`config.mk`:
```
export PLATFORM = sky130hd
export DESIGN_NAME = gpio_wake_monitor
export DESIGN_NICKNAME = d
export VERILOG_FILES = /design/src/pkg/wake_pkg.sv /design/src/pkg/wake_link_if.sv /design/src/verilog/gpio_wake_monitor.sv /design/src/verilog/pin_change_detect.sv /design/src/verilog/wake_irq_ctrl.sv
export SDC_FILE = /design/constraint.sdc
export NUM_CORES = 1
export LEC_CHECK = 0
export BUFFER_PORTS_ARGS = -buffer_cell sky130_fd_sc_hd__buf_2
export CORE_MARGIN = 4
export CORE_UTILIZATION = 55
export DETAILED_ROUTE_END_ITERATION = 10
export GPL_TIMING_DRIVEN = 0
export PLACE_DENSITY_LB_ADDON = 0.1
export SKIP_LAST_GASP = 1
export SYNTH_ARGS = -nofsm -noshare
export SYNTH_HDL_FRONTEND = slang
export SYNTH_SLANG_ARGS = --single-unit
```
`constraint.sdc`:
```
create_clock -name pclk -period 2.49 [get_ports pclk]
set_clock_uncertainty 0.15 [all_clocks]
set_input_delay 0.498 -clock pclk [delete_from_list [all_inputs] [get_ports pclk]]
set_output_delay 0.498 -clock pclk [all_outputs]
set_load 0.1 [all_outputs]
```
`src/pkg/wake_pkg.sv`:
```
// constants, types and register map of the gpio wake monitor
// assumes one 200 MHz clock and an apb master with 32-bit data
// Behaviour
// - port b wake mask is a 32-bit register, pins 0..7 in the low byte, reset zero.
// - port c wake mask is a 32-bit register, pins 0..7 in the low byte, reset zero.
// - a one in a mask bit makes a level change on that pin a wake source.
// - a zero in a mask bit makes the pin's changes irrelevant for waking.
// - both internal regulators are switched off while in deep sleep.
// - in deep sleep the open-drain regulator pin is pulled low, else released.
// - per-pin masks act only while the monitor enable bit 0 of wake control is set.
// - a pin-change wake sets the gpio wake flag, bit 0 of wake status.
// - with external regulator select set the regulator pin is forced open-drain.
package wake_pkg;

	localparam int unsigned ADDR_W  = 16;
	localparam int unsigned DATA_W  = 32;
	localparam int unsigned PORT_W  = 8;
	localparam int unsigned PIN_W   = 24;
	localparam int unsigned FLAG_W  = 10;
	localparam int unsigned IRQ_W   = 2;
	localparam int unsigned VREG_W  = 2;

	// register byte offsets
	localparam logic [15:0] SRC_EN_OFF    = 16'h0020;
	localparam logic [15:0] CORE_TRIG_OFF = 16'h0024;
	localparam logic [15:0] FLAGS_OFF     = 16'h0028;
	localparam logic [15:0] DBG_REQ_OFF   = 16'h0034;
	localparam logic [15:0] SYS_REQ_OFF   = 16'h0038;
	localparam logic [15:0] SYS_ACK_OFF   = 16'h003C;
	localparam logic [15:0] ACK_BLK_OFF   = 16'h0040;
	localparam logic [15:0] MASK_A_OFF    = 16'hBC08;
	localparam logic [15:0] MASK_B_OFF    = 16'hBC0C;
	localparam logic [15:0] MASK_C_OFF    = 16'hBC10;
	localparam logic [15:0] FILTER_OFF    = 16'hBC1C;
	localparam logic [15:0] SLEEP_OFF     = 16'hBC20;
	localparam logic [15:0] EXT_SEL_OFF   = 16'hBC24;
	localparam logic [15:0] VREG_OFF      = 16'hBC28;
	localparam logic [15:0] IRQ_STAT_OFF  = 16'hBC2C;
	localparam logic [15:0] IRQ_MASK_OFF  = 16'hBC30;

	// field positions
	localparam int unsigned MON_EN_BIT    = 0;
	localparam int unsigned GPIO_FLAG_BIT = 0;
	localparam int unsigned CORE_BIT      = 7;
	localparam int unsigned DBG_BIT       = 8;
	localparam int unsigned SYS_BIT       = 9;
	localparam int unsigned CORE_TRIG_BIT = 5;
	localparam int unsigned SLEEP_BIT     = 0;
	localparam int unsigned IRQ_WAKE_BIT  = 0;
	localparam int unsigned IRQ_SLEEP_BIT = 1;

	// reset values
	localparam logic [FLAG_W-1:0] SRC_EN_RST  = 10'h200;
	localparam logic [PORT_W-1:0] MASK_RST    = 8'h00;
	localparam logic              EXT_SEL_RST = 1'b1;
	localparam logic [VREG_W-1:0] VREG_RST    = 2'h3;
	localparam logic [DATA_W-1:0] ZERO_WORD   = 32'h0000_0000;

	typedef enum logic [0:0]
	{
		RUN_S   = 1'b0,
		SLEEP_S = 1'b1
	} power_state_e;

	// zero-extend a narrow field into a bus word
	function automatic logic [DATA_W-1:0] word_of
	(
		input logic [FLAG_W-1:0] v
	);
		word_of = {22'h00_0000, v};
	endfunction : word_of

endpackage : wake_pkg

```
`src/pkg/wake_link_if.sv`:
```
// signals between the wake controller and its pin and irq helpers
// assumes all parties share pclk
`timescale 1ns/10ps
interface wake_link_if;
	logic [23:0] pins;        // sampled gpio levels
	logic [23:0] mask;        // per-pin wake masks
	logic        monitor_en;  // global monitor enable
	logic        filter_en;   // two-sample filter
	logic        arm;         // snapshot pulse at sleep entry
	logic        change;      // enabled pin differs from snapshot
	logic [1:0]  irq_set;     // event pulses
	logic [1:0]  irq_clr;     // write-one-to-clear pulses
	logic        mask_wr;     // irq mask write strobe
	logic [1:0]  mask_wdata;  // irq mask write data
	logic [1:0]  irq_status;  // sticky status
	logic [1:0]  irq_mask;    // irq mask

	modport detect (input pins, mask, monitor_en, filter_en, arm,
		output change);
	modport irqm (input irq_set, irq_clr, mask_wr, mask_wdata,
		output irq_status, irq_mask);
	modport ctrl (output pins, mask, monitor_en, filter_en, arm,
		irq_set, irq_clr, mask_wr, mask_wdata,
		input change, irq_status, irq_mask);
endinterface : wake_link_if

```
`src/verilog/gpio_wake_monitor.sv`:
```
// gpio wake monitor and deep sleep regulator control, apb register slave
// assumes inputs synchronous to pclk, zero-wait apb, open-drain pin resolved
// outside by the enable
`timescale 1ns/10ps
module gpio_wake_monitor
(
	input  wire logic        pclk,                      // 200 MHz clock
	input  wire logic        presetn,                   // async reset, low
	input  wire logic        ce,                        // clock enable
	input  wire logic        psel,                      // apb select
	input  wire logic        penable,                   // apb enable
	input  wire logic        pwrite,                    // apb direction
	input  wire logic [15:0] paddr,                     // apb byte address
	input  wire logic [31:0] pwdata,                    // apb write data
	output logic      [31:0] prdata,                    // apb read data
	output logic             pready,                    // apb ready
	output logic             pslverr,                   // apb error
	input  wire logic [23:0] gpio_in,                   // ports c,b,a
	input  wire logic        cpwrupreq,                 // debug powerup req
	input  wire logic        csyspwrupreq,              // system powerup req
	input  wire logic        pin7_normal_o,             // normal pin output
	input  wire logic        pin7_normal_oe,            // normal pin enable
	output logic             regulator_control_pin_o,   // pin output
	output logic             regulator_control_pin_oe,  // pin drive enable
	output logic             vreg_1v8_en,               // 1v8 regulator on
	output logic             vreg_1v25_en,              // 1v25 regulator on
	output logic             deep_sleep,                // in deep sleep
	output logic             csyspwrupack,              // system powerup ack
	output logic             irq                        // level interrupt
);
	wake_link_if lnk ();

	wake_pkg::power_state_e   state_q;
	wake_pkg::power_state_e   state_d;
	logic [7:0]               mask_a_q;
	logic [7:0]               mask_b_q;
	logic [7:0]               mask_c_q;
	logic [9:0]               src_en_q;
	logic [9:0]               flags_q;
	logic                     filter_q;
	logic                     inhibit_q;
	logic                     ext_sel_q;
	logic [1:0]               vreg_q;
	logic                     dbg_req_q;
	logic                     sys_req_q;
	logic [31:0]              prdata_q;
	logic                     pready_q;
	logic                     pslverr_q;
	logic                     reg_pin_o_q;
	logic                     reg_pin_oe_q;
	logic                     v18_q;
	logic                     v125_q;
	logic                     sleep_q;
	logic                     ack_q;
	logic                     irq_q;
	logic                     setup;
	logic                     wr_fire;
	logic                     sleep_go;
	logic                     core_write;
	logic [9:0]               wake_vec;
	logic                     wake_any;
	logic                     sleep_next;
	logic [31:0]              rd_word;
	logic                     rd_hit;

	////////////////////////////////////////////////////////////////
	// helpers: pin monitor and interrupt status
	pin_change_detect u_detect
	(
		.pclk    (pclk),
		.presetn (presetn),
		.ce      (ce),
		.lnk     (lnk)
	);

	wake_irq_ctrl u_irq
	(
		.pclk    (pclk),
		.presetn (presetn),
		.ce      (ce),
		.lnk     (lnk)
	);

	// link drive
	assign lnk.pins       = gpio_in;
	assign lnk.mask       = {mask_c_q, mask_b_q, mask_a_q};
	assign lnk.monitor_en = src_en_q[wake_pkg::MON_EN_BIT];
	assign lnk.filter_en  = filter_q;
	assign lnk.arm        = sleep_go;
	assign lnk.irq_set    = {sleep_go, wake_any};
	assign lnk.irq_clr    = (wr_fire && paddr == wake_pkg::IRQ_STAT_OFF)
		? pwdata[1:0] : 2'h0;
	assign lnk.mask_wr    = wr_fire && paddr == wake_pkg::IRQ_MASK_OFF;
	assign lnk.mask_wdata = pwdata[1:0];

	////////////////////////////////////////////////////////////////
	// bus phase decode; a write lands only on the access edge
	assign setup   = psel && !penable;
	assign wr_fire = psel && penable && pready_q && pwrite;

	// sleep request only from run; a repeat while asleep is ignored
	assign sleep_go = wr_fire && paddr == wake_pkg::SLEEP_OFF
		&& pwdata[wake_pkg::SLEEP_BIT] && state_q == wake_pkg::RUN_S;
	assign core_write = wr_fire && paddr == wake_pkg::CORE_TRIG_OFF
		&& pwdata[wake_pkg::CORE_TRIG_BIT];

	// wake sources, each gated by its enable bit
	always_comb
	begin
		wake_vec = 10'h000;
		wake_vec[wake_pkg::GPIO_FLAG_BIT] = lnk.change;
		wake_vec[wake_pkg::CORE_BIT] = core_write
			&& src_en_q[wake_pkg::CORE_BIT];
		wake_vec[wake_pkg::DBG_BIT] = dbg_req_q
			&& src_en_q[wake_pkg::DBG_BIT];
		wake_vec[wake_pkg::SYS_BIT] = sys_req_q
			&& src_en_q[wake_pkg::SYS_BIT];
	end

	assign wake_any = state_q == wake_pkg::SLEEP_S && (|wake_vec);

	////////////////////////////////////////////////////////////////
	// power state machine
	always_comb
	begin
		state_d = state_q;
		unique case (state_q)
			wake_pkg::RUN_S:
				if (sleep_go)
					state_d = wake_pkg::SLEEP_S;
			wake_pkg::SLEEP_S:
				if (wake_any)
					state_d = wake_pkg::RUN_S;
		endcase
	end

	assign sleep_next = state_d == wake_pkg::SLEEP_S;

	always_ff @(posedge pclk or negedge presetn)
		if (!presetn)
			state_q <= wake_pkg::RUN_S;
		else if (ce)
			state_q <= state_d;

	////////////////////////////////////////////////////////////////
	// wake mask registers; upper bits are not stored
	always_ff @(posedge pclk or negedge presetn)
		if (!presetn)
		begin
			mask_a_q <= wake_pkg::MASK_RST;
			mask_b_q <= wake_pkg::MASK_RST;
			mask_c_q <= wake_pkg::MASK_RST;
		end
		else if (ce && wr_fire)
		begin
			if (paddr == wake_pkg::MASK_A_OFF)
				mask_a_q <= pwdata[7:0];
			if (paddr == wake_pkg::MASK_B_OFF)
				mask_b_q <= pwdata[7:0];
			if (paddr == wake_pkg::MASK_C_OFF)
				mask_c_q <= pwdata[7:0];
		end

	// wake control, filter, external select, regulator enables
	always_ff @(posedge pclk or negedge presetn)
		if (!presetn)
		begin
			src_en_q  <= wake_pkg::SRC_EN_RST;
			filter_q  <= 1'b0;
			ext_sel_q <= wake_pkg::EXT_SEL_RST;
			vreg_q    <= wake_pkg::VREG_RST;
		end
		else if (ce && wr_fire)
		begin
			if (paddr == wake_pkg::SRC_EN_OFF)
				src_en_q <= pwdata[9:0];
			if (paddr == wake_pkg::FILTER_OFF)
				filter_q <= pwdata[0];
			if (paddr == wake_pkg::EXT_SEL_OFF)
				ext_sel_q <= pwdata[0];
			if (paddr == wake_pkg::VREG_OFF)
				vreg_q <= pwdata[1:0];
		end

	// ack inhibit: the power-down sequence clears it
	always_ff @(posedge pclk or negedge presetn)
		if (!presetn)
			inhibit_q <= 1'b0;
		else if (ce)
		begin
			if (sleep_go)
				inhibit_q <= 1'b0;
			else if (wr_fire && paddr == wake_pkg::ACK_BLK_OFF)
				inhibit_q <= pwdata[0];
		end

	// wake flags hold the cause of the last wake until the next sleep
	always_ff @(posedge pclk or negedge presetn)
		if (!presetn)
			flags_q <= 10'h000;
		else if (ce)
		begin
			if (sleep_go)
				flags_q <= 10'h000;
			else if (wake_any)
				flags_q <= wake_vec;
		end

	// debug and system powerup request levels, registered for status and wake
	always_ff @(posedge pclk or negedge presetn)
		if (!presetn)
		begin
			dbg_req_q <= 1'b0;
			sys_req_q <= 1'b0;
		end
		else if (ce)
		begin
			dbg_req_q <= cpwrupreq;
			sys_req_q <= csyspwrupreq;
		end

	////////////////////////////////////////////////////////////////
	// read mux; unmapped addresses answer zero with an error
	always_comb
	begin
		rd_word = wake_pkg::ZERO_WORD;
		rd_hit  = 1'b1;
		unique case (paddr)
			wake_pkg::SRC_EN_OFF:    rd_word = wake_pkg::word_of(src_en_q);
			wake_pkg::CORE_TRIG_OFF: rd_word = wake_pkg::ZERO_WORD;
			wake_pkg::FLAGS_OFF:     rd_word = wake_pkg::word_of(flags_q);
			wake_pkg::DBG_REQ_OFF:   rd_word = {31'h0, dbg_req_q};
			wake_pkg::SYS_REQ_OFF:   rd_word = {31'h0, sys_req_q};
			wake_pkg::SYS_ACK_OFF:   rd_word = {31'h0, ack_q};
			wake_pkg::ACK_BLK_OFF:   rd_word = {31'h0, inhibit_q};
			wake_pkg::MASK_A_OFF:    rd_word = {24'h00_0000, mask_a_q};
			wake_pkg::MASK_B_OFF:    rd_word = {24'h00_0000, mask_b_q};
			wake_pkg::MASK_C_OFF:    rd_word = {24'h00_0000, mask_c_q};
			wake_pkg::FILTER_OFF:    rd_word = {31'h0, filter_q};
			wake_pkg::SLEEP_OFF:     rd_word = {31'h0, sleep_q};
			wake_pkg::EXT_SEL_OFF:   rd_word = {31'h0, ext_sel_q};
			wake_pkg::VREG_OFF:      rd_word = {30'h0, vreg_q};
			wake_pkg::IRQ_STAT_OFF:  rd_word = {30'h0, lnk.irq_status};
			wake_pkg::IRQ_MASK_OFF:  rd_word = {30'h0, lnk.irq_mask};
			default:                 rd_hit  = 1'b0;
		endcase
	end

	// answer registered in setup so the access phase has one cycle
	always_ff @(posedge pclk or negedge presetn)
		if (!presetn)
		begin
			prdata_q  <= wake_pkg::ZERO_WORD;
			pready_q  <= 1'b0;
			pslverr_q <= 1'b0;
		end
		else if (ce)
		begin
			pready_q  <= setup;
			pslverr_q <= setup && !rd_hit;
			if (setup && !pwrite)
				prdata_q <= rd_word;
		end

	////////////////////////////////////////////////////////////////
	// regulator and pin outputs follow the next power state
	always_ff @(posedge pclk or negedge presetn)
		if (!presetn)
		begin
			v18_q   <= 1'b1;
			v125_q  <= 1'b1;
			sleep_q <= 1'b0;
		end
		else if (ce)
		begin
			v18_q   <= vreg_q[0] && !sleep_next;
			v125_q  <= vreg_q[1] && !sleep_next;
			sleep_q <= sleep_next;
		end

	// forced open-drain: only ever pulls low, released when awake
	always_ff @(posedge pclk or negedge presetn)
		if (!presetn)
		begin
			reg_pin_o_q  <= 1'b0;
			reg_pin_oe_q <= 1'b0;
		end
		else if (ce)
		begin
			if (ext_sel_q)
			begin
				reg_pin_o_q  <= 1'b0;
				reg_pin_oe_q <= sleep_next;
			end
			else
			begin
				reg_pin_o_q  <= pin7_normal_o;
				reg_pin_oe_q <= pin7_normal_oe;
			end
		end

	// powerup ack held off while inhibited or asleep
	always_ff @(posedge pclk or negedge presetn)
		if (!presetn)
			ack_q <= 1'b0;
		else if (ce)
			ack_q <= sys_req_q && !inhibit_q && !sleep_next;

	// interrupt level; one cycle behind the status bits
	always_ff @(posedge pclk or negedge presetn)
		if (!presetn)
			irq_q <= 1'b0;
		else if (ce)
			irq_q <= |(lnk.irq_status & lnk.irq_mask);

	assign prdata                   = prdata_q;
	assign pready                   = pready_q;
	assign pslverr                  = pslverr_q;
	assign regulator_control_pin_o  = reg_pin_o_q;
	assign regulator_control_pin_oe = reg_pin_oe_q;
	assign vreg_1v8_en              = v18_q;
	assign vreg_1v25_en             = v125_q;
	assign deep_sleep               = sleep_q;
	assign csyspwrupack             = ack_q;
	assign irq                      = irq_q;
endmodule : gpio_wake_monitor

```
`src/verilog/pin_change_detect.sv`:
```
// pin level tracking and change detection against a sleep-entry snapshot
// assumes pins are synchronous to pclk
`timescale 1ns/10ps
module pin_change_detect
(
	input  wire logic   pclk,      // system clock
	input  wire logic   presetn,   // async reset, low
	input  wire logic   ce,        // clock enable
	wake_link_if.detect lnk        // controller link
);
	logic [23:0] prev_q;
	logic [23:0] level_q;
	logic [23:0] snap_q;

	////////////////////////////////////////////////////////////////
	// filter: a level only counts once two samples agree
	always_ff @(posedge pclk or negedge presetn)
		if (!presetn)
		begin
			prev_q  <= 24'h00_0000;
			level_q <= 24'h00_0000;
		end
		else if (ce)
		begin
			prev_q <= lnk.pins;
			if (lnk.filter_en)
				level_q <= (lnk.pins & prev_q) | (level_q & (lnk.pins | prev_q));
			else
				level_q <= lnk.pins;
		end

	// snapshot of the levels at deep sleep entry
	always_ff @(posedge pclk or negedge presetn)
		if (!presetn)
			snap_q <= 24'h00_0000;
		else if (ce && lnk.arm)
			snap_q <= level_q;

	// masked difference, gated by the global enable
	assign lnk.change = lnk.monitor_en &&
		(|((level_q ^ snap_q) & lnk.mask));
endmodule : pin_change_detect

```
`src/verilog/wake_irq_ctrl.sv`:
```
// sticky interrupt status with write-one-to-clear and a mask
// assumes set and clear pulses last one enabled cycle
`timescale 1ns/10ps
module wake_irq_ctrl
(
	input  wire logic  pclk,     // system clock
	input  wire logic  presetn,  // async reset, low
	input  wire logic  ce,       // clock enable
	wake_link_if.irqm  lnk       // controller link
);
	logic [1:0] status_q;
	logic [1:0] mask_q;

	////////////////////////////////////////////////////////////////
	// set wins over a clear in the same cycle so no event is lost
	always_ff @(posedge pclk or negedge presetn)
		if (!presetn)
			status_q <= 2'h0;
		else if (ce)
			status_q <= (status_q & ~lnk.irq_clr) | lnk.irq_set;

	// mask register
	always_ff @(posedge pclk or negedge presetn)
		if (!presetn)
			mask_q <= 2'h0;
		else if (ce && lnk.mask_wr)
			mask_q <= lnk.mask_wdata;

	assign lnk.irq_status = status_q;
	assign lnk.irq_mask   = mask_q;
endmodule : wake_irq_ctrl

```
==> metrics.yaml, run 1 <==
run_status:
  run_status: "completed"
sta:
  achievable-frequency_mhz: 402
  setup_viols_final: 0
  max_slew_violation_count: 0
  rsz0062_at_grt: "yes"
  final_critical_path_time_including_i_o_delays_and_setup_ns: 2.49
  slew_headroom: 0.465
  post-route-period-util: 1.00
  worst_slew_pin_slew_ns: 0.795
  hold_violations: 0
  totalNegativeSetupSlack_ns: 0
synthesis:
  synth_enable_flop_cells: 0
  synthDistinctLibCells: 53
  synth-seq-cells: 140
  dominantRegCellSynth: "sky130_fd_sc_hd__dfrtp_1"
  synth_seq_area_share: 0.513
  post_synth_xor_area_fraction: 0.0307
  synth_top_area_frac: 0.490
  post_synth_and_or_nand_nor_area_fraction: 0.146
  synth_fa_ha_area_frac: 0
  mapped_avg_cell_area_um2: 9.86
  top_area_cells_in_the_synthesized_netlist: "sky130_fd_sc_hd__dfrtp_1, sky130_fd_sc_hd__mux2_2, sky130_fd_sc_hd__nand2_1"
  postSynth.asyncResetShare: 1.00
  number_of_instances_in_the_synthesized_netlist: 694
  synth_top_cell_by_area: "sky130_fd_sc_hd__dfrtp_1"
  synth.cell_area_um2: 6840
  synth_warnings: 0
  main_combinational_cell_family_by_area_after_synthesis: "compound AO/OA/AOI/OAI gates"
  compound_cell_area_share_of_the_yosys_netlist: 0.172
  synth.mux.area_fraction: 0.0724
route:
  ant_nets: 0
  post_drt_wl_per_cell_um: 18.3
  drt_first_pass_iters: 6
  final_routed_wirelength_across_all_metal_layers_mm: 18.2
  drt_first_iter_violations: 545
  routed_via_density: 5.79
  remaining_drc_errors: 0
  vias: 5786
cells_and_area:
  leading_cell_type_in_the_layout_fill_and_taps_excluded: "sky130_fd_sc_hd__dfrtp_1"
  multi_input_combinational_cell_area_um2: 3080
  design_area_um2: 8390
  drive_above_1_share: 0.267
  fillers: 935
  synthToLayoutAreaGrowth_pct: 22.7
  antenna-diode-count: 0
  layout.area.seq_um2: 3510
  layout.nets: 902
  layout_common_cells: "sky130_fd_sc_hd__dfrtp_1, sky130_fd_sc_hd__nand2_1, sky130_fd_sc_hd__buf_2, sky130_fd_sc_hd__nor2_1"
worst_setup_path:
  endpoint_kind: "flop"
  number_of_cell_instances_on_the_worst_register_to_register_path: 6
  timing.rr.start: "u_detect.level_q[1]"
  worst_ep_required_time_ns: 2.64
  worst_setup_path_start_kind: "input port"
  crit_start: "paddr[7]"
  cp_max_fo: 5
  critPathArrivalTime_ns: 2.64
  setup.reg_to_reg.worst_slack_ns: 0.14
  worst-setup-path-type: "input port to flop"
job:
  drv.max_cap_violation_count: 0
min_path:
  hold_start: "pin7_normal_o"
  worstHoldPathType: "input port to flop"
  worstHoldPathCells: 2
cts:
  worstSkewPairLatency_ns: 0.43
  cts_inserted_buffers: 17
  cts-root-to-sink-buffers: 2
  path_clk_slew_ns: 0.06
  clock_tree_root_driver_cell: "sky130_fd_sc_hd__clkbuf_16"
  cts_tree: "built"
  total_number_of_clock_tree_sinks: 140
  ctsHtreeMaxLevel: 4
power:
  clock_power_share: 0.430
  pleak_nw: 4.15
  max-vdd-ir-drop_uv: 462
  total_power_divided_by_cell_area_nw_per_um2: 723
  power_frac_comb: 0.156
  swShare: 0.291
  internal_power_mw: 4.30
  netSwitchingPower_mw: 1.76
  sequentialPowerShare: 0.413
global_route:
  first_pass_grt_wire_length_mm: 29.7
  grt.overflow.total: 0
  maximum_number_of_pins_on_one_net_before_global_route_repair: 72
  first_global_vias: 5696
  antenna_violations_before_repair: 0
  grt_util_all_layers: 0.265
floorplan:
  die_w_um: 120
  floorplan.die_area_um2: 14300
  floorplan.core_area_um2: 12100
  io-pin-count: 123
  rows: 40
  initial_utilization: 0.565
  die_height_um: 120
placed_design:
  port_buffers: 75
  post_dp_cell_area_um2: 7570
  place_hpwl_mm: 12.8
  routabilityCongestion: 0.892
[state kept, by name (all words and copies together), names as in the netlist, 2 cells and up]
name	count
mask_c_q	8
vreg_q	2
mask_b_q	8
u_detect.snap_q	24
prdata	10
u_detect.prev_q	24
u_detect.level_q	24
u_irq.lnk.irq_status	2
mask_a_q	8
src_en_q	10
flags_q	4
u_irq.lnk.irq_mask	2
[worst paths after layout]
| check | end |
|---|---|
| max | src_en_q[2] |
| min | regulator_control_pin_o |
| max reg2reg | csyspwrupack |
| min reg2reg | u_detect.snap_q[21] |
| max in group asynchronous | ext_sel_q |
| min in group asynchronous | flags_q[8] |
[metal layers]
layer / part of all wire / vias to the layer above / track usage / wire [um]
li1: - / 2661 / - / -
met1: 0.43 / 2829 / 0.356 / 7820
met2: 0.48 / 260 / 0.420 / 8740
met3: 0.071 / 36 / 0.0664 / 1300
met4: 0.021 / 0 / 0.0981 / 387
met5: 0 / - / 0 / 0
[critical path, stage by stage]
cell and delay, ns:
sky130_fd_sc_hd__buf_2 0.10, sky130_fd_sc_hd__or4_4 0.54, sky130_fd_sc_hd__buf_6 0.15, sky130_fd_sc_hd__buf_4 0.13, sky130_fd_sc_hd__or4_4 0.49, sky130_fd_sc_hd__nor3_4 0.18
sky130_fd_sc_hd__buf_6 0.13, sky130_fd_sc_hd__buf_12 0.10, sky130_fd_sc_hd__mux2_2 0.33
[layout make-up]
type | count | share of cell area
Multi-Input combinational cell | 487 | 0.367
Clock inverter | 6 | 0.0130
Tap cell | 168 | 0.0250
Timing Repair Buffer | 91 | 0.0668
Sequential cell | 140 | 0.418
Clock buffer | 24 | 0.0598
Buffer | 55 | 0.0380
Inverter | 28 | 0.0125
[cell families (layout without fill, tap and decap cells)]
kind of cell | after synthesis | count (layout)
mux | 44 | 44
flops | 140 | 140
other cells | 1 | 22
xor+xnor | 24 | 24
buf+inv | 88 | 204
simple gates | 219 | 219
compound gates | 178 | 178
[synthesized netlist by cell type, drive strengths merged, types with 2 or more instances]
cell type  number
dfrtp         134
nand2         118
mux2           44
a21oi          41
nor2           41
buf            33
o21ai          33
clkbuf         27
inv            27
o22ai          25
xor2           24
a211oi         23
a22oi          17
a22o           12
and3           11
nand3           8
nand4           8
a221oi          7
dfstp           6
nor3            6
nor2b           5
nor4            5
or4             5
a21o            4
and2            4
and4            3
a2111oi         2
a222oi          2
a31oi           2
a32o            2
o2bb2ai         2
o31ai           2
[what timing repair did]
action	CTS	global route
pin swaps	6	8
gates cloned	1	0
resized for setup	15	10
hold buffers	1	0
setup endpoints to repair	80	73
hold endpoints to repair	68	0
setup buffers	8	6
[metrics by stage]
stage	std cells	hold slack (ns)	worst slack [ns]	utilization	power, mW
finish	999	0.145	0.00121	0.693	6.07
global placement	958	0.319	-1.10	0.622	3.45
global route	999	0.143	-0.0120	0.693	6.28
CTS	996	0.137	-0.0475	0.687	6.08
detailed placement	959	0.327	-0.709	0.625	3.48
floorplan	715	0.0524	-0.393	-	3.21
[power by group through the flow]
stage	clock, mW	combinational (mW)	sequential, mW
2_1_floorplan	0	0.404	2.81
3_3_place_gp	0	0.912	2.53
3_5_place_dp	0	0.935	2.54
4_1_cts	2.63	0.945	2.50
5_1_grt	2.74	1.01	2.52
6_report	2.61	0.948	2.51
Note: power is estimated with default switching activity, not from simulation.
==> run 2, diff against run 1 <==
--- a/config.mk
+++ b/config.mk
@@ -10,7 +10,7 @@
 export CORE_UTILIZATION = 55
 export DETAILED_ROUTE_END_ITERATION = 10
 export GPL_TIMING_DRIVEN = 0
-export PLACE_DENSITY_LB_ADDON = 0.1
+export PLACE_DENSITY_LB_ADDON = 0.12
 export SKIP_LAST_GASP = 1
 export SYNTH_ARGS = -nofsm -noshare
 export SYNTH_HDL_FRONTEND = slang
==> run 2 against run 1 <==
Compared with the run above: the run now ends with setup timing left; power is 4.5% lower; routed wire length is 0.63% higher; clock power is 10% lower; non-clock buffer count is 2 higher; design area is 0.48% lower; sequential share of layout area is 0.20 points higher; global-route usage hardly changed; register-to-register slack better by 0.05 ns; worst setup slack worse by 0.0092 ns; worst hold slack hardly changed; highest routed layer unchanged.
==> metrics.yaml, run 2 (synthesis results as in run 1) <==
cells_and_area:
  synthToLayoutAreaGrowth_pct: 22.1  # was 22.7%
  layout_common_cells: "sky130_fd_sc_hd__dfrtp_1, sky130_fd_sc_hd__nand2_1, sky130_fd_sc_hd__buf_2, sky130_fd_sc_hd__mux2_2, sky130_fd_sc_hd__nor2_1"  # was sky130_fd_sc_hd__dfrtp_1, sky130_fd_sc_hd__nand2_1, sky130_fd_sc_hd__buf_2, sky130_fd_sc_hd__nor2_1
  drive_above_1_share: 0.266  # was 0.267
  design_area_um2: 8350  # was 8390 um^2
  layout.nets: 904  # was 902
  layout_top_registers: "u_detect.level_q (24), u_detect.prev_q (24), u_detect.snap_q (24)"  # unchanged
  antenna-diode-count: 0  # unchanged
  final-instance-count-excl-fill: 1002  # was 999
  leading_cell_type_in_the_layout_fill_and_taps_excluded: "sky130_fd_sc_hd__dfrtp_1"  # unchanged
global_route:
  grt_util_all_layers: 0.265  # about the same
  maximum_number_of_pins_on_one_net_before_global_route_repair: 72  # unchanged
  first_pass_grt_wire_length_mm: 29.5  # was 29.7 mm
  first_global_vias: 5593  # was 5,696
  grt.overflow.total: 0  # unchanged
  antenna_violations_before_repair: 0  # unchanged
worst_setup_path:
  worst_ep_required_time_ns: 2.68  # was 2.64 ns
  worst-setup-path-type: "input port to flop"  # unchanged
  cp_max_fo: 4  # was 5
  critPathArrivalTime_ns: 2.69  # was 2.64 ns
  cell_with_the_most_instances_on_the_worst_path: "sky130_fd_sc_hd__or4_4"
  critical_path_max_stage_delay_ns: 0.59  # was 0.54 ns
  crit_slowest_cell: "sky130_fd_sc_hd__or4_4"  # unchanged
  endpoint_kind: "flop"  # unchanged
  worstPathBufferInverterCount: 2  # was 5
  critPathTopFamily: "simple AND/OR/NAND/NOR gates"  # unchanged
  crit_chain: "buf_6, or4_4, or4_4, buf_4, a2111oi_1, a221oi_1, a21oi_1"  # was buf_2, or4_4, buf_6, buf_4, or4_4, nor3_4, buf_6, buf_12, mux2_2
  worst_setup_path_start_kind: "input port"  # unchanged
route:
  routed_via_density: 5.71  # was 5.79
  final_routed_wirelength_across_all_metal_layers_mm: 18.4  # was 18.2 mm
  vias: 5724  # was 5,786
  ant_nets: 0  # unchanged
  remaining_drc_errors: 0  # unchanged
  drt_first_pass_iters: 5  # was 6
  post_drt_wl_per_cell_um: 18.3  # about the same
  drt_first_iter_violations: 535  # was 545
cts:
  worstSkewPairLatency_ns: 0.42  # was 0.43 ns
  path_clk_slew_ns: 0.06  # about the same
  cts_inserted_buffers: 17  # unchanged
  total_number_of_clock_tree_sinks: 140  # unchanged
  cts_tree: "built"  # unchanged
  cts-root-to-sink-buffers: 2  # unchanged
  ctsHtreeMaxLevel: 4  # unchanged
  clock_tree_root_driver_cell: "sky130_fd_sc_hd__clkbuf_16"  # unchanged
sta:
  slew_headroom: 0.558  # was 0.465
  achievable-frequency_mhz: 400  # was 402 MHz
  final.hold.worst_slack_ns: 0.145  # about the same
  worst_slew_pin_slew_ns: 0.663  # was 0.795 ns
  setup_viols_final: 1  # was 0
  final_critical_path_setup_slack_ns: -0.00796  # was 0.00121 ns
  post-route-period-util: 1.00  # about the same
  hold_violations: 0  # unchanged
  final_critical_path_time_including_i_o_delays_and_setup_ns: 2.50  # was 2.49 ns
  max_slew_violation_count: 0  # unchanged
power:
  internal_power_mw: 4.02  # was 4.30 mW
  power_frac_comb: 0.164  # was 0.156
  swShare: 0.306  # was 0.291
  total_power_divided_by_cell_area_nw_per_um2: 693  # was 723 nW/um^2
  netSwitchingPower_mw: 1.77  # was 1.76 mW
  sequentialPowerShare: 0.433  # was 0.413
  clock_power_share: 0.403  # was 0.430
  max-vdd-ir-drop_uv: 429  # was 462 uV
  pleak_nw: 4.13  # was 4.15 nW
floorplan:
  io-pin-count: 123  # unchanged
  rows: 40  # unchanged
  initial_utilization: 0.565  # unchanged
  floorplan.die_area_um2: 14300  # unchanged
  die_w_um: 120  # unchanged
  die_height_um: 120  # unchanged
  floorplan.core_area_um2: 12100  # unchanged
job:
  drv.max_cap_violation_count: 0  # unchanged
placed_design:
  pre_cts_slack_ns: -0.743  # was -0.709 ns
  place_hpwl_mm: 13.0  # was 12.8 mm
  routabilityCongestion: 0.890  # was 0.892
  post_dp_cell_area_um2: 7570  # unchanged
  place.detailed.instances: 959  # unchanged
  port_buffers: 75  # unchanged
min_path:
  worstHoldPathType: "input port to flop"  # unchanged
run_status:
  run_status: "finished with violations"  # was completed
  violations: "setup timing"
## run 2: changes by cell type in the layout (fill, tap and decap cells not counted), moves of 2 or more
cell / change
sky130_fd_sc_hd__nor4_2: +2
sky130_fd_sc_hd__bufinv_16: -2
sky130_fd_sc_hd__clkbuf_8: -3
sky130_fd_sc_hd__mux2_2: +4
sky130_fd_sc_hd__mux2_4: -4
sky130_fd_sc_hd__buf_16: +2
sky130_fd_sc_hd__clkinv_2: +2
sky130_fd_sc_hd__clkbuf_1: +5
## run 2: layout make-up
cell class / count / area, um^2
fillers: 953 / 3760
multi-input cells: 487 / 3070
plain buffers: 57 / 330
clock buffers: 24 / 472
inverters: 28 / 105
well taps: 168 / 210
flip-flops and latches: 140 / 3510
clock inverters: 7 / 66.3
repair buffers: 91 / 591
## run 2: repair_timing
action	4_1_cts	5_1_grt
buffers inserted	9	3
gates cloned	2	0
endpoints found under the hold margin	65	0
pin swaps	6	3
gates resized for setup	19	6
endpoints found under the setup margin	77	60
hold buffers	1	0
## run 2: worst reg2reg max path, stage by stage, from the launching register on
cell and delay, ns:
sky130_fd_sc_hd__dfrtp_1 0.46, sky130_fd_sc_hd__and4_1 0.40, sky130_fd_sc_hd__nand2_1 0.26, sky130_fd_sc_hd__nor3_4 0.51
sky130_fd_sc_hd__mux2_2 0.40
## run 2: worst paths after layout
check,start,end,slack (ns),cells after the start
min in group asynchronous,presetn,csyspwrupack,0.53,2
worst min-delay path,pin7_normal_o,regulator_control_pin_o,0.14,2
worst max register to register,pready,mask_c_q[2],0.19,4
worst min register to register,u_detect.snap_q[2],u_detect.snap_q[2],0.34,2
worst max-delay path,paddr[14],prdata[1],-0.008,7
max in group asynchronous,presetn,src_en_q[9],0.90,3
## run 2: power groups by stage
| stage | Clock, mW | Combinational, mW | Sequential, mW |
|---|---|---|---|
| after floorplan | 0 | 0.404 | 2.81 |
| after global placement | 0 | 0.914 | 2.54 |
| after detailed placement | 0 | 0.938 | 2.54 |
| after CTS | 2.36 | 0.947 | 2.50 |
| after global routing | 2.48 | 1.01 | 2.52 |
| final | 2.34 | 0.950 | 2.51 |
## run 2: layer usage
| metal | track usage | share of wire |
|---|---|---|
| met2 | 0.422 | 0.48 |
| met1 | 0.355 | 0.44 |
| met5 | 0 | 0 |
| met3 | 0.0613 | 0.059 |
| met4 | 0.104 | 0.027 |
## run 2: metrics by stage
| step | TNS [ns] | total power [mW] | utilization |
|---|---|---|---|
| after floorplan | -19.41 | 3.21 | - |
| after global placement | -197.75 | 3.45 | 0.622 |
| after detailed placement | -48.90 | 3.48 | 0.625 |
| after CTS | -0.263 | 5.82 | 0.685 |
| after global routing | -0.0208 | 6.02 | 0.690 |
| final | -0.00796 | 5.79 | 0.690 |
==> run 3, diff against run 2 <==
--- a/config.mk
+++ b/config.mk
@@ -7,10 +7,11 @@
 export LEC_CHECK = 0
 export BUFFER_PORTS_ARGS = -buffer_cell sky130_fd_sc_hd__buf_2
 export CORE_MARGIN = 4
-export CORE_UTILIZATION = 55
+export CORE_UTILIZATION = 49
 export DETAILED_ROUTE_END_ITERATION = 10
 export GPL_TIMING_DRIVEN = 0
 export PLACE_DENSITY_LB_ADDON = 0.12
+export SETUP_SLACK_MARGIN = 0.5
 export SKIP_LAST_GASP = 1
 export SYNTH_ARGS = -nofsm -noshare
 export SYNTH_HDL_FRONTEND = slang
==> constraint.sdc (replaced) <==
create_clock -name pclk -period 2.1 [get_ports pclk]
set_clock_uncertainty 0.15 [all_clocks]
set_input_delay 0.42 -clock pclk [delete_from_list [all_inputs] [get_ports pclk]]
set_output_delay 0.42 -clock pclk [all_outputs]
set_load 0.1 [all_outputs]
==> run 3 against run 2 <==
Compared with the run above: the run still ends with setup timing left; via count grew 4.0%; combinational power grew 41%; highest routed layer unchanged; largest power group is now the clock network; power rose by 31%; worst setup slack worse by 0.44 ns; count of clock-buffer cells in the layout is 2 lower; first-iteration DRC count down 11%; core utilization up 1.3 points.
==> metrics.yaml, run 3 (synthesis results as in run 1) <==
power:
  max-vdd-ir-drop_uv: 529  # was 429 uV
  total_power_divided_by_cell_area_nw_per_um2: 803  # was 693 nW/um^2
  total_power_after_layout_mw: 7.59  # was 5.79 mW
  pleak_nw: 4.54  # was 4.13 nW
placed_design:
  routabilityCongestion: 0.951  # was 0.890
  place.detailed.instances: 967  # was 959
  port_buffers: 75  # unchanged
  place_hpwl_mm: 13.4  # was 13.0 mm
run_status:
  violations: "setup timing"  # unchanged
  run_status: "finished with violations"  # unchanged
global_route:
  grt_util_all_layers: 0.247  # was 0.265
  grt.overflow.total: 0  # unchanged
  antenna_violations_before_repair: 0  # unchanged
  first_global_vias: 5971  # was 5,593
  maximum_number_of_pins_on_one_net_before_global_route_repair: 75  # was 72
  first_pass_grt_wire_length_mm: 31.0  # was 29.5 mm
sta:
  slew_headroom: 0.499  # was 0.558
  final.hold.worst_slack_ns: 0.0673  # was 0.145 ns
  hold_violations: 0  # unchanged
  setup_viols_final: 84  # was 1
  max_slew_violation_count: 0  # unchanged
  final_critical_path_setup_slack_ns: -0.447  # was -0.00796 ns
  final_critical_path_time_including_i_o_delays_and_setup_ns: 2.55
  rsz0062_at_grt: "yes"
  worst_slew_pin_slew_ns: 0.746  # was 0.663 ns
  totalNegativeSetupSlack_ns: -22.30  # was -0.00796 ns
  achievable-frequency_mhz: 393
  post-route-period-util: 1.21
floorplan:
  die_height_um: 126  # was 120 um
  floorplan.die_area_um2: 15900  # was 14,300 um^2
  io-pin-count: 123  # unchanged
  rows: 42  # was 40
  floorplan.core_area_um2: 13500  # was 12,100 um^2
  initial_utilization: 0.509  # was 0.565
  die_w_um: 126  # was 120 um
cells_and_area:
  synthToLayoutAreaGrowth_pct: 38.1  # was 22.1%
  layout_common_cells: "sky130_fd_sc_hd__dfrtp_1, sky130_fd_sc_hd__nand2_1, sky130_fd_sc_hd__buf_2, sky130_fd_sc_hd__buf_4, sky130_fd_sc_hd__nor2_1"  # was sky130_fd_sc_hd__dfrtp_1, sky130_fd_sc_hd__nand2_1, sky130_fd_sc_hd__buf_2, sky130_fd_sc_hd__mux2_2, sky130_fd_sc_hd__nor2_1
  layout_top_registers: "u_detect.level_q (24), u_detect.prev_q (24), u_detect.snap_q (24)"  # unchanged
  antenna-diode-count: 0  # unchanged
  layout.nets: 932  # was 904
  leading_cell_type_in_the_layout_fill_and_taps_excluded: "sky130_fd_sc_hd__dfrtp_1"  # unchanged
  final-instance-count-excl-fill: 1039  # was 1,002
  drive_above_1_share: 0.358  # was 0.266
  fillers: 1003  # was 953
worst_setup_path:
  cp_max_fo: 6  # was 4
  critPathArrivalTime_ns: 2.69  # about the same
  cell_with_the_most_instances_on_the_worst_path: "sky130_fd_sc_hd__buf_6"  # was sky130_fd_sc_hd__or4_4
  critical_path_max_stage_delay_ns: 0.53  # was 0.59 ns
  worst_ep_required_time_ns: 2.24  # was 2.68 ns
  worst-setup-path-type: "input port to flop"  # unchanged
  crit_slowest_cell: "sky130_fd_sc_hd__or4_4"  # unchanged
  endpoint_kind: "flop"  # unchanged
  crit_chain: "buf_6, or4_4, buf_6, or4_4, buf_6, or4_4, buf_6, buf_12, nand2_1, o22ai_1"  # was buf_6, or4_4, or4_4, buf_4, a2111oi_1, a221oi_1, a21oi_1
  worst_setup_path_start_kind: "input port"  # unchanged
route:
  drt_first_iter_violations: 474  # was 535
  ant_nets: 0  # unchanged
  final_routed_wirelength_across_all_metal_layers_mm: 20.0  # was 18.4 mm
  remaining_drc_errors: 0  # unchanged
  vias: 5953  # was 5,724
  routed_via_density: 5.73  # was 5.71
  post_drt_wl_per_cell_um: 19.3  # was 18.3 um
  drt_first_pass_iters: 5  # unchanged
cts:
  total_number_of_clock_tree_sinks: 140  # unchanged
  cts-root-to-sink-buffers: 2  # unchanged
  cts_inserted_buffers: 17  # unchanged
  path_clk_slew_ns: 0.06  # about the same
  ctsHtreeMaxLevel: 4  # unchanged
  worstSkewPairLatency_ns: 0.43  # was 0.42 ns
  cts_tree: "built"  # unchanged
  clock_tree_root_driver_cell: "sky130_fd_sc_hd__clkbuf_16"  # unchanged
job:
  drv.max_cap_violation_count: 0  # unchanged
min_path:
  worstHoldPathType: "input port to flop"  # unchanged
run 3: cell count changes in the layout (fill, tap and decap cells not counted), moves of 8 or more:
cell,change
sky130_fd_sc_hd__buf_12,+22
sky130_fd_sc_hd__buf_2,-19
sky130_fd_sc_hd__buf_4,+18
sky130_fd_sc_hd__buf_6,+10
sky130_fd_sc_hd__clkbuf_1,-17
sky130_fd_sc_hd__clkbuf_2,+8
sky130_fd_sc_hd__mux2_2,-21
sky130_fd_sc_hd__mux2_4,+21
sky130_fd_sc_hd__nand2_1,-9
run 3: final cells by class:
type | count | area, um^2 | share of cell area
multi-input cells | 487 | 3440 | 0.364
flip-flops and latches | 140 | 3510 | 0.372
repair buffers | 116 | 1110 | 0.118
inverters | 28 | 105 | 0.0111
well taps | 176 | 220 | 0.0233
plain buffers | 60 | 427 | 0.0451
clock buffers | 22 | 474 | 0.0502
clock inverters | 10 | 160 | 0.0169
run 3: path summary, 6_finish.rpt:
| kind | start | to | slack (ns) | cells past startpoint |
|---|---|---|---|---|
| setup reg to reg | pready | flags_q[8] | -0.05 | 7 |
| hold reg to reg | u_detect.snap_q[13] | u_detect.snap_q[13] | 0.34 | 2 |
| min in group asynchronous | presetn | pslverr | 0.39 | 2 |
| max in group asynchronous | presetn | u_detect.level_q[12] | 0.67 | 3 |
| hold / removal | pin7_normal_o | regulator_control_pin_o | 0.07 | 2 |
| setup / recovery | paddr[7] | flags_q[8] | -0.45 | 10 |
run 3: worst max-delay path: cells and delay by family:
family	cells	cell delay [ns]
simple gates	4	1.53
buf+inv	5	0.66
compound gates	1	0.06
run 3: through the flow:
step | cell area, um^2 | setup slack (ns) | utilization
2_1_floorplan | 6960 | -0.705 | -
3_3_place_gp | 7550 | -1.72 | 0.561
6_report | 9450 | -0.447 | 0.703
3_5_place_dp | 7580 | -1.08 | 0.564
5_1_grt | 9450 | -0.468 | 0.703
4_1_cts | 9120 | -0.424 | 0.678
run 3: timing repair:
action,CTS,global route
hold endpoints to repair,65,0
pin swaps,30,21
cloned,2,1
hold buffers,1,0
setup buffers,26,10
resized for setup,160,61
setup endpoints to repair,153,204
run 3: where the power goes:
part | switching, mW | internal [mW]
clock | 1.16 | 2.08
sequential | 0.159 | 2.84
combinational | 0.906 | 0.438
run 3: routing by layer:
metal  share of wire  vias to the layer above  routed length [um]  track usage
met5               0                        -                   0            0
met4           0.024                        0                 483        0.109
met3           0.059                       40                1180       0.0580
met2            0.49                      242                9750        0.397
met1            0.43                     2930                8590        0.319
li1                -                     2741                   -            -
